$ cat src/cau_pkg.sv
package cau_pkg;
   localparam int CAU_NUM_IF = 2;
   localparam int CAU_AW = 32;
   localparam int CAU_DW = 32;
   localparam int CAU_RW = 16;
   localparam logic [31:0] CAU_IF1_UPPER_OFS = 32'h4005_0034;
   localparam logic [31:0] CAU_IF2_UPPER_OFS = 32'h4005_0094;
   localparam logic [15:0] CAU_UPPER_RST = 16'h0000;
   localparam logic [15:0] CAU_ZERO16 = 16'h0000;
   // field layout of the upper arbitration word
   localparam int CAU_TAG_MSB = 12;
   localparam int CAU_TAG_LSB = 0;
   localparam int CAU_STD_LSB = 2;
   localparam int CAU_DIR_BIT = 13;
   localparam int CAU_XTD_BIT = 14;
   localparam int CAU_VAL_BIT = 15;
   localparam int CAU_TAG_W = 13;

   // frame seen by the message handler, upper tag bits 28:16 only
   typedef struct packed {
      logic stb;
      logic remote;
      logic extended;
      logic [12:0] tag_hi;
   } cau_rx_t;

   // per-object decisions handed to the message handler
   typedef struct packed {
      logic send_remote;
      logic send_data;
      logic store_data;
      logic set_pending;
      logic tag_match;
   } cau_act_t;
endpackage

$ cat src/cau_arb_upper.sv
// Summary of operation
// - two interfaces each own an identical upper word at its own address
// - extended object: bits 12:0 hold tag bits 28 to 16
// - standard object: tag bits 28 to 18 used, bits 17:16 ignored
// - direction 0 with pending transmit sends a remote frame
// - direction 0: matching received data frame is stored in the object
// - direction 1 with pending transmit sends a data frame
// - direction 1: matching remote frame sets pending if answering enabled
// - width bit 0 selects the 11-bit standard tag
// - width bit 1 selects the 29-bit extended tag
// - valid bit 0: object ignored for sending and receiving
// - valid bit 1: object takes part in handler processing while init_active is low
// - pending 1 means transmit requested and not done, 0 means idle
// - remote frame sets pending only with answering enabled
module cau_arb_upper #(
   parameter int NUM_IF = cau_pkg::CAU_NUM_IF
) (
   input wire logic ref_clk,
   input wire logic rst,
   input wire logic [cau_pkg::CAU_AW-1:0] bus_addr,
   input wire logic [cau_pkg::CAU_DW-1:0] bus_wdata,
   input wire logic bus_we,
   input wire logic bus_re,
   output logic [cau_pkg::CAU_DW-1:0] bus_rdata,
   input wire logic init_active,
   input wire logic [NUM_IF-1:0] transmit_pending,
   input wire logic [NUM_IF-1:0] remote_answer_enable,
   input wire cau_pkg::cau_rx_t rx_frame,
   output cau_pkg::cau_act_t [NUM_IF-1:0] obj_act,
   output logic [NUM_IF-1:0] object_valid,
   output logic [NUM_IF-1:0] long_tag_select
);

   logic [cau_pkg::CAU_RW-1:0] upper_reg [NUM_IF];
   logic [cau_pkg::CAU_RW-1:0] upper_next [NUM_IF];
   logic [cau_pkg::CAU_DW-1:0] rdata_reg;
   logic [cau_pkg::CAU_DW-1:0] rdata_next;
   cau_pkg::cau_act_t [NUM_IF-1:0] act_reg;
   cau_pkg::cau_act_t [NUM_IF-1:0] act_next;

   // one-hot select of an interface word; zero for unmapped addresses
   function automatic logic [NUM_IF-1:0] word_sel(
      input logic [cau_pkg::CAU_AW-1:0] a
   );
      logic [NUM_IF-1:0] s;
      s = '0;
      if (a == cau_pkg::CAU_IF1_UPPER_OFS) begin
         s[0] = 1'b1;
      end
      if (a == cau_pkg::CAU_IF2_UPPER_OFS) begin
         s[NUM_IF-1] = 1'b1;
      end
      return s;
   endfunction

   // width-aware compare of the upper tag bits
   function automatic logic tag_hit(
      input logic [cau_pkg::CAU_RW-1:0] w,
      input cau_pkg::cau_rx_t f
   );
      logic hit;
      hit = 1'b0;
      if (w[cau_pkg::CAU_XTD_BIT]) begin
         hit = f.extended && (f.tag_hi ==
            w[cau_pkg::CAU_TAG_MSB:cau_pkg::CAU_TAG_LSB]);
      end else begin
         hit = !f.extended &&
            (f.tag_hi[cau_pkg::CAU_TAG_MSB:cau_pkg::CAU_STD_LSB] ==
            w[cau_pkg::CAU_TAG_MSB:cau_pkg::CAU_STD_LSB]);
      end
      return hit;
   endfunction

   // register file
   always_comb begin
      logic [NUM_IF-1:0] wsel;
      logic [NUM_IF-1:0] rsel;
      wsel = word_sel(bus_addr);
      rsel = wsel;
      rdata_next = '0;
      for (int i = 0; i < NUM_IF; i++) begin
         upper_next[i] = upper_reg[i];
         if (bus_we && wsel[i]) begin
            upper_next[i] = bus_wdata[cau_pkg::CAU_RW-1:0];
         end
         if (bus_re && rsel[i]) begin
            rdata_next = {cau_pkg::CAU_ZERO16, upper_reg[i]};
         end
      end
   end

   // note: software keeps valid low while editing, so no write interlock
   always_ff @(posedge ref_clk) begin
      if (rst) begin
         for (int i = 0; i < NUM_IF; i++) begin
            upper_reg[i] <= cau_pkg::CAU_UPPER_RST;
         end
         rdata_reg <= '0;
      end else begin
         for (int i = 0; i < NUM_IF; i++) begin
            upper_reg[i] <= upper_next[i];
         end
         rdata_reg <= rdata_next;
      end
   end

   // message handler decisions, nothing acts while init is held
   always_comb begin
      logic v;
      logic d;
      logic m;
      v = 1'b0;
      d = 1'b0;
      m = 1'b0;
      for (int i = 0; i < NUM_IF; i++) begin
         v = upper_reg[i][cau_pkg::CAU_VAL_BIT] && !init_active;
         d = upper_reg[i][cau_pkg::CAU_DIR_BIT];
         m = rx_frame.stb && tag_hit(upper_reg[i], rx_frame);
         act_next[i].tag_match = v && m;
         act_next[i].send_remote = v && !d && transmit_pending[i];
         act_next[i].send_data = v && d && transmit_pending[i];
         act_next[i].store_data = v && !d && m && !rx_frame.remote;
         act_next[i].set_pending = v && d && m && rx_frame.remote &&
            remote_answer_enable[i];
      end
   end

   always_ff @(posedge ref_clk) begin
      if (rst) begin
         act_reg <= '0;
      end else begin
         act_reg <= act_next;
      end
   end

   assign bus_rdata = rdata_reg;
   assign obj_act = act_reg;
   always_comb begin
      for (int i = 0; i < NUM_IF; i++) begin
         object_valid[i] = upper_reg[i][cau_pkg::CAU_VAL_BIT];
         long_tag_select[i] = upper_reg[i][cau_pkg::CAU_XTD_BIT];
      end
   end

   // checks
   localparam int RW = cau_pkg::CAU_RW;
   localparam int VB = cau_pkg::CAU_VAL_BIT;
   localparam int XB = cau_pkg::CAU_XTD_BIT;
   localparam int DB = cau_pkg::CAU_DIR_BIT;
   localparam int TM = cau_pkg::CAU_TAG_MSB;
   localparam int TL = cau_pkg::CAU_TAG_LSB;
   localparam int SL = cau_pkg::CAU_STD_LSB;
   localparam int LAST = NUM_IF - 1;
   localparam logic [cau_pkg::CAU_AW-1:0] A1 = cau_pkg::CAU_IF1_UPPER_OFS;
   localparam logic [cau_pkg::CAU_AW-1:0] A2 = cau_pkg::CAU_IF2_UPPER_OFS;
endmodule // cau_arb_upper

$ cat config.mk
export PLATFORM = sky130hd
export DESIGN_NAME = cau_arb_upper
export DESIGN_NICKNAME = d
export VERILOG_FILES = /design/src/cau_pkg.sv /design/src/cau_arb_upper.sv
export SDC_FILE = /design/constraint.sdc
export NUM_CORES = 1
export LEC_CHECK = 0
export BUFFER_PORTS_ARGS = -buffer_cell sky130_fd_sc_hd__buf_4
export CELL_PAD_IN_SITES_DETAIL_PLACEMENT = 1
export CELL_PAD_IN_SITES_GLOBAL_PLACEMENT = 1
export CORE_MARGIN = 5
export CORE_UTILIZATION = 34
export DETAILED_ROUTE_END_ITERATION = 12
export GPL_TIMING_DRIVEN = 0
export HOLD_SLACK_MARGIN = 0.1
export PLACE_DENSITY = 0.88
export SYNTH_ARGS = -nofsm -noshare
export SYNTH_HDL_FRONTEND = slang
export SYNTH_SLANG_ARGS = --single-unit
export TNS_END_PERCENT = 1
$ cat constraint.sdc
create_clock -name ref_clk -period 1.95 [get_ports ref_clk]
set_input_delay 0 -clock ref_clk [delete_from_list [all_inputs] [get_ports ref_clk]]
set_output_delay 0 -clock ref_clk [all_outputs]
set_load 0.02 [all_outputs]
==> impl_results.md, run 1 <==
- Critical path fanouts, max: 3
- Final setup TNS: 0 ns
- TritonCTS Sinks: 58
- Critical path class: reg -> reg
- Synth area leader: dfxtp_1
- Die X-Extent: 101.9 µm
- Unrepaired setup endpoints after global routing: false
- Worst path cell trace: xnor2_1, nand4_1, or4_1, nor4_1
- # diodes: 0
- Tot GR Track Use: 0.2011
- Post-Syn Area: 2869 µm²
- Die Area: 10,380 µm²
- Initial DRC Count: 108
- Antenna violations before repair: 0
- PostCTS Resize Cnt: 0
- Antenna-violating nets left: 0
- FMAX: 573.2 MHz
- Final Hold Slack: 0.1080 ns
- Slew Limit Fails: 0
- Worst VDD drop: 0.0002894 V
- P_int: 1.959 mW
- Crit. End Element: flip-flop
- Post-synthesis sequential area ratio: 0.4047
- Synth cell count leaders: dfxtp_1 (58), nand2b_1 (50), nand3_1 (40)
- Largest stage delay, worst path: 0.60 ns
- CTS buffer count: 9
- Hold-critical path depth: 3
- Vias in the first global route: 3,020
- Max-Cap Viols: 0
- Required time of the critical path: 2.19 ns
- Status: finished clean
- Clock Latency Late Sink: 0.35 ns
- Post-route DRC: 0
- Via-per-instance ratio: 4.814
- Hold Crit Class: in -> reg
- Core footprint: 8217 µm²
- Setup-failing EPs final: 0
- Ys flop type: dfxtp_1
- Hold-fix buffer count after cts: 28
- Power, Total: 2.615 mW
- Seq pwr share: 0.453
- Fin. Hold Viols: 0
- Final cell count without fillers: 569
- Critical Path AT: 1.98 ns
- Lkg Pwr: 1.775 nW
- Synthesis Warnings: 0
- Synth Instances: 303
- GRT overflow: 0
- Hpwl dp: 7.490 mm
- Cell count of the worst reg-to-reg path: 4
- Switching Share: 0.2509
- Synth top area share: 0.4047
- Tcrit/Tclk final: 0.8946
- Placement Setup Slack: 0.2193 ns
- Share of cells above drive strength 1: 0.3341
- Rows: 33
- Max clock buf depth: 2
- Final period demand of the worst path: 1.744 ns
- Layout Nets: 548
- First-pass iteration count of the detailed router: 4
- NetSw: 0.6561 mW
- Worst setup SP type: flip-flop
- Largest register FFs: 32
- Final worst setup slack: 0.2055 ns
- Power density over the cells: 608.6 nW/µm²
- Layout area overhead: 49.76%
- H-tree levels: 3
- Worst slew margin: 0.6197
- Comb power frac: 0.125
- Top post-synthesis cells by area: dfxtp_1 (40%), mux2i_1 (11%), nand2b_1 (11%), xnor2_1 (7.3%), nand3_1 (7.0%)
- PortBufs: 102
- Via Count: 2,739
- Clock transition at path regs: 0.07 ns
- Post-synth ARST share: 0
- Final wirelength: 10.16 mm
- Worst slew pin tran: 0.5705 ns
- First-pass GRT wire length: 15.68 mm
- Number of fill cells in the layout: 964
- Initial Utilization: 0.3492
- EDFF count, synth: 0
- CTS tree: yes
- Die Span Y: 101.9 µm
- Ports: 135
- Synth Register Bits: 58
- Clk_skew: 0.007574 ns
- GPL Wtd Cong: 0.8494
- Setup bufs post-CTS: 0
- CTS root buf: clkbuf_8
- WL/cell: 17.85 µm
- Library cells used by synthesis: 29
- CP max stage cell: or4_1
- Top-count cell post-synth: dfxtp_1
- Clock Power Share: 0.422
- Mean Syn Cell Area: 9.469 µm²
- Inst Count DP: 525
- Largest net degree at the start of global routing: 12
-- kinds of logic (layout without fill, tap and decap cells) --
kind of cell,count (synthesis),after routing,share of synthesized area
other,1,16,0.001307
XOR/XNOR,26,26,0.07937
buffers and inverters,44,190,0.1003
multiplexers,32,32,0.1116
AO/OA/AOI/OAI,18,18,0.04535
flip-flops,58,58,0.4047
AND/OR/NAND/NOR,124,124,0.2573
-- stage by stage --
| stage | utilization | cell area (µm²) |
|---|---|---|
| global placement | 0.4652 | 3822 |
| CTS | 0.5229 | 4297 |
| detailed placement | 0.4652 | 3822 |
| floorplan | - | 2925 |
| global route | 0.5229 | 4297 |
| finish | 0.5229 | 4297 |
-- area by class of cell --
type / instances / area, µm² / share of cell area
plain buffers: 39 / 269.0 / 0.06261
well taps: 105 / 131.4 / 0.03058
multi-input cells: 216 / 1476 / 0.3436
clock inverters: 7 / 70.07 / 0.01631
flip-flops and latches: 58 / 1161 / 0.2702
clock buffers: 9 / 123.9 / 0.02883
inverters: 5 / 18.77 / 0.004368
repair buffers: 130 / 1046 / 0.2434
-- power by group through the flow --
stage,combinational [mW],clock (mW),sequential [mW]
finish,0.327,1.10,1.18
global route,0.352,1.19,1.18
CTS,0.325,1.12,1.18
detailed placement,0.283,0,1.21
global placement,0.274,0,1.21
floorplan,0.130,0,1.21
-- worst paths after layout --
path / startpoint / end / slack, ns
max: upper_reg[0][4] / obj_act[1] / 0.21
min: rx_frame[13] / obj_act[5] / 0.11
max reg2reg: upper_reg[0][4] / obj_act[1] / 0.21
min reg2reg: upper_reg[0][7] / upper_reg[0][7] / 0.51
-- cell usage in the layout, fill, tap and decap left out, types with 2 or more instances in the layout --
master and instances:
clkbuf_8 9, buf_1 2, nand4_1 5, a21oi_1 6
a31oi_1 2, xor2_1 2, nor2b_1 2, conb_1 16
nor3_1 2, dlygate4sd3_1 28, nand3_1 40, buf_6 3
or4_1 2, inv_1 5, clkinv_2 2, xnor2_1 24
clkbuf_1 10, mux2i_1 32, dfxtp_1 58, nor4b_1 5
buf_4 124, clkinvlp_4 4, a21oi_2 10, nor2_1 8
nand2b_1 50, nor4_1 5
-- critical path, delay by kind of cell, from the launching register on --
family	cells	cell delay (ns)
flip-flops	1	0.39
XOR/XNOR	1	0.14
AND/OR/NAND/NOR	3	1.10
-- metal layers --
layer | routed length [µm] | GRT usage
met1 | 4127 | 0.2349
met2 | 5291 | 0.3607
met3 | 556 | 0.04915
met4 | 181 | 0.06660
met5 | 0 | 0
(Power assumes the default switching activity.)
==> run 2, diff against run 1 <==
--- a/config.mk
+++ b/config.mk
@@ -5,15 +5,16 @@
 export SDC_FILE = /design/constraint.sdc
 export NUM_CORES = 1
 export LEC_CHECK = 0
+export ABC_AREA = 1
 export BUFFER_PORTS_ARGS = -buffer_cell sky130_fd_sc_hd__buf_4
 export CELL_PAD_IN_SITES_DETAIL_PLACEMENT = 1
 export CELL_PAD_IN_SITES_GLOBAL_PLACEMENT = 1
 export CORE_MARGIN = 5
-export CORE_UTILIZATION = 34
+export CORE_UTILIZATION = 31
 export DETAILED_ROUTE_END_ITERATION = 12
 export GPL_TIMING_DRIVEN = 0
 export HOLD_SLACK_MARGIN = 0.1
-export PLACE_DENSITY = 0.88
+export PLACE_DENSITY = 0.86
 export SYNTH_ARGS = -nofsm -noshare
 export SYNTH_HDL_FRONTEND = slang
 export SYNTH_SLANG_ARGS = --single-unit
==> run 2 against run 1 <==
Combinational power hardly changed. Clock power fell by 15%. Fmax decreased by 3.1%. Flip-flop and latch count is the same. Largest cell class unchanged. Highest routed layer unchanged.
==> impl_results.md, run 2 <==
- Status: finished clean
- Worst path cell trace: dlygate4sd3_1, buf_2, a21boi_1, buf_2, nand3_1, a21oi_1
- Utilization after layout: 0.4643
- WL/cell: 16.16 µm
- First-pass iteration count of the detailed router: 4
- Launch point of the worst reg-to-reg path: upper_reg[0][15]
- Worst slew pin tran: 0.7028 ns
- Worst VDD drop: 0.0002286 V
- Largest net degree at the start of global routing: 11
- Initial Utilization: 0.3148
- Crit. End Element: flip-flop
- Worst slew margin: 0.5305
- Endpoint of the worst hold path: obj_act[2]
- Synthesis Warnings: 0
- Library cells used by synthesis: 25
- Antenna violations before repair: 0
- FMAX: 555.4 MHz
- Critical Path AT: 2.06 ns
- Lkg Pwr: 1.971 nW
- Tcrit/Tclk final: 0.9233
- Critical path class: in -> reg
- TritonCTS Sinks: 58
- Synth Instances: 424
- Power density over the cells: 579.7 nW/µm²
- Worst setup SP type: input pin
- GRT overflow: 0
- Compound-gate portion of the synthesized area: 0.09599
- PortBufs: 99
- Layout Nets: 665
- Required time of the critical path: 2.21 ns
- Final period demand of the worst path: 1.800 ns
- Setup-failing EPs final: 0
- EDFF count, synth: 0
- Post-synth ARST share: 0
- Final setup TNS: 0 ns
- Via-per-instance ratio: 4.803
- Most frequent cells in the layout: buf_4 (122), nand2_1 (85), nor2_1 (70)
- Final cell count without fillers: 690
- Top post-synthesis cells by area: dfxtp_1 (40%), nand2_1 (11%), nand3_1 (9.4%), nor2_1 (9.2%), buf_4 (6.0%)
- CP max stage cell: a21boi_1
- Post-route DRC: 0
- Ys flop type: dfxtp_1
- CTS buffer count: 9
- Post-synthesis sequential area ratio: 0.4049
- Die Span Y: 106.2 µm
- H-tree levels: 3
- Inst Count DP: 649
- Hold-critical path depth: 5
- Commonest non-fill, non-tap cell in the layout: buf_4
- Die Area: 11,270 µm²
- Worst hold path startpoint: rx_frame[15]
- Hpwl dp: 7.991 mm
- Critical path fanouts, max: 10
- Rows: 35
- GPL Wtd Cong: 0.8439
- Post-Syn Area: 2868 µm²
- Antenna-violating nets left: 0
- Clock Latency Late Sink: 0.35 ns
- Via Count: 3,314
- Fin. Hold Viols: 0
- Synth Register Bits: 58
- Clk_skew: 0.009801 ns
- R2r setup slk: 0.29 ns
- Layout area overhead: 47.47%
- Largest register FFs: 32
- First-pass GRT wire length: 17.53 mm
- Share of cells above drive strength 1: 0.2556
- Hold Crit Class: in -> reg
- CTS root buf: clkbuf_8
- Adder-Cell Fraction of Synth Area: 0
- Max-Cap Viols: 0
- Final wirelength: 11.15 mm
- R2r endpoint: obj_act[4]
- CP most frequent cell: buf_2
- CTS tree: yes
- XOR/XNOR Fraction of Synth Area: 0.01527
- Top-count cell post-synth: nand2_1
- Initial DRC Count: 192
- Synth top area share: 0.4049
- Max clock buf depth: 2
- Mean Syn Cell Area: 6.764 µm²
- Die X-Extent: 106.2 µm
- Ports: 135
- Clock transition at path regs: 0.06 ns
- Largest stage delay, worst path: 0.62 ns
- Tot GR Track Use: 0.1968
- Post-synthesis mux area share: 0
- Core footprint: 9109 µm²
- Slew Limit Fails: 0
- Cell count of the worst reg-to-reg path: 5
- Synth cell count leaders: nand2_1 (85), nor2_1 (70), dfxtp_1 (58)
- Vias in the first global route: 3,562
- Largest family of logic cells by synthesized area: simple AND/OR/NAND/NOR gates
- Simple-gate share of the synthesized area: 0.3386
- PostCTS Resize Cnt: 0
- # diodes: 0
- Setup bufs post-CTS: 0
- Synth area leader: dfxtp_1
- Unrepaired setup endpoints after global routing: false
[run 2: cell count changes in the layout (fill, tap and decap cells not counted), moves of 8 or more]
cell	before	now
a21oi_1	6	31
a21oi_2	10	0
inv_1	5	42
mux2i_1	32	0
nand2_1	0	85
nand2b_1	50	0
nand3_1	40	54
nor2_1	8	70
o21ai_0	0	11
o22ai_1	0	8
xnor2_1	24	2
[run 2: report_power, final]
part / switching [mW] / internal [mW]
logic: 0.159 / 0.170
clock network: 0.453 / 0.484
registers: 0.000000000188 / 1.18
total: 0.612 / 1.84
[run 2: worst max path at each step]
stage	from	cells after the start	slack, ns	endpoint
2_1_floorplan	bus_addr[27]	9	0.92	upper_reg[0][22]
3_3_place_gp	bus_addr[2]	9	0.46	bus_rdata[4]
3_5_place_dp	bus_addr[2]	9	0.42	bus_rdata[5]
4_1_cts	bus_re	6	0.21	bus_rdata[5]
5_1_grt	rst	6	0.07	obj_act[4]
6_report	bus_re	6	0.15	bus_rdata[5]
[run 2: cells by family after synthesis]
| group | count (synthesis) |
|---|---|
| and+or+nand+nor | 227 |
| xor gates and xnor gates | 5 |
| AOI/OAI and AO/OA | 52 |
| buffers and inverters | 81 |
| DFF | 58 |
| other | 1 |
[run 2: what timing repair did]
item                                   in CTS  in global routing
endpoints found under the hold margin      48                  0
setup endpoints to repair                   0                  0
hold buffers                               27                  0
[run 2: worst max-delay path, delay by kind of cell]
family	cells	cell delay (ns)
AOI/OAI and AO/OA	2	0.79
buffers and inverters	3	1.13
and+or+nand+nor	1	0.12
[run 2: metrics by stage]
| step | setup slack [ns] | power, mW | cell area, µm² | hold WS (ns) |
|---|---|---|---|---|
| 6_report | 0.1496 | 2.451 | 4229 | 0.1648 |
| 4_1_cts | 0.2122 | 2.457 | 4229 | 0.1618 |
| 3_5_place_dp | 0.4178 | 1.493 | 3806 | 0.2419 |
| 2_1_floorplan | 0.9186 | 1.337 | 2924 | 0.1349 |
| 3_3_place_gp | 0.4626 | 1.485 | 3806 | 0.2324 |
| 5_1_grt | 0.06758 | 2.552 | 4229 | 0.1876 |
[run 2: layer usage]
metal | vias up | track usage | routed length, µm
met2 | 101 | 0.3670 | 5840
li1 | 1612 | - | -
met1 | 1590 | 0.2274 | 4467
met3 | 11 | 0.03279 | 723
met4 | 0 | 0.06105 | 115
met5 | - | 0 | 0
[run 2: cell type report]
class                   count  area (µm²)
fillers                  1191        4880
multi-input cells         300        1350
flip-flops and latches     58        1161
repair buffers            126        1013
plain buffers              38       251.5
inverters                  43       161.4
clock buffers              14       152.6
well taps                 111       138.9
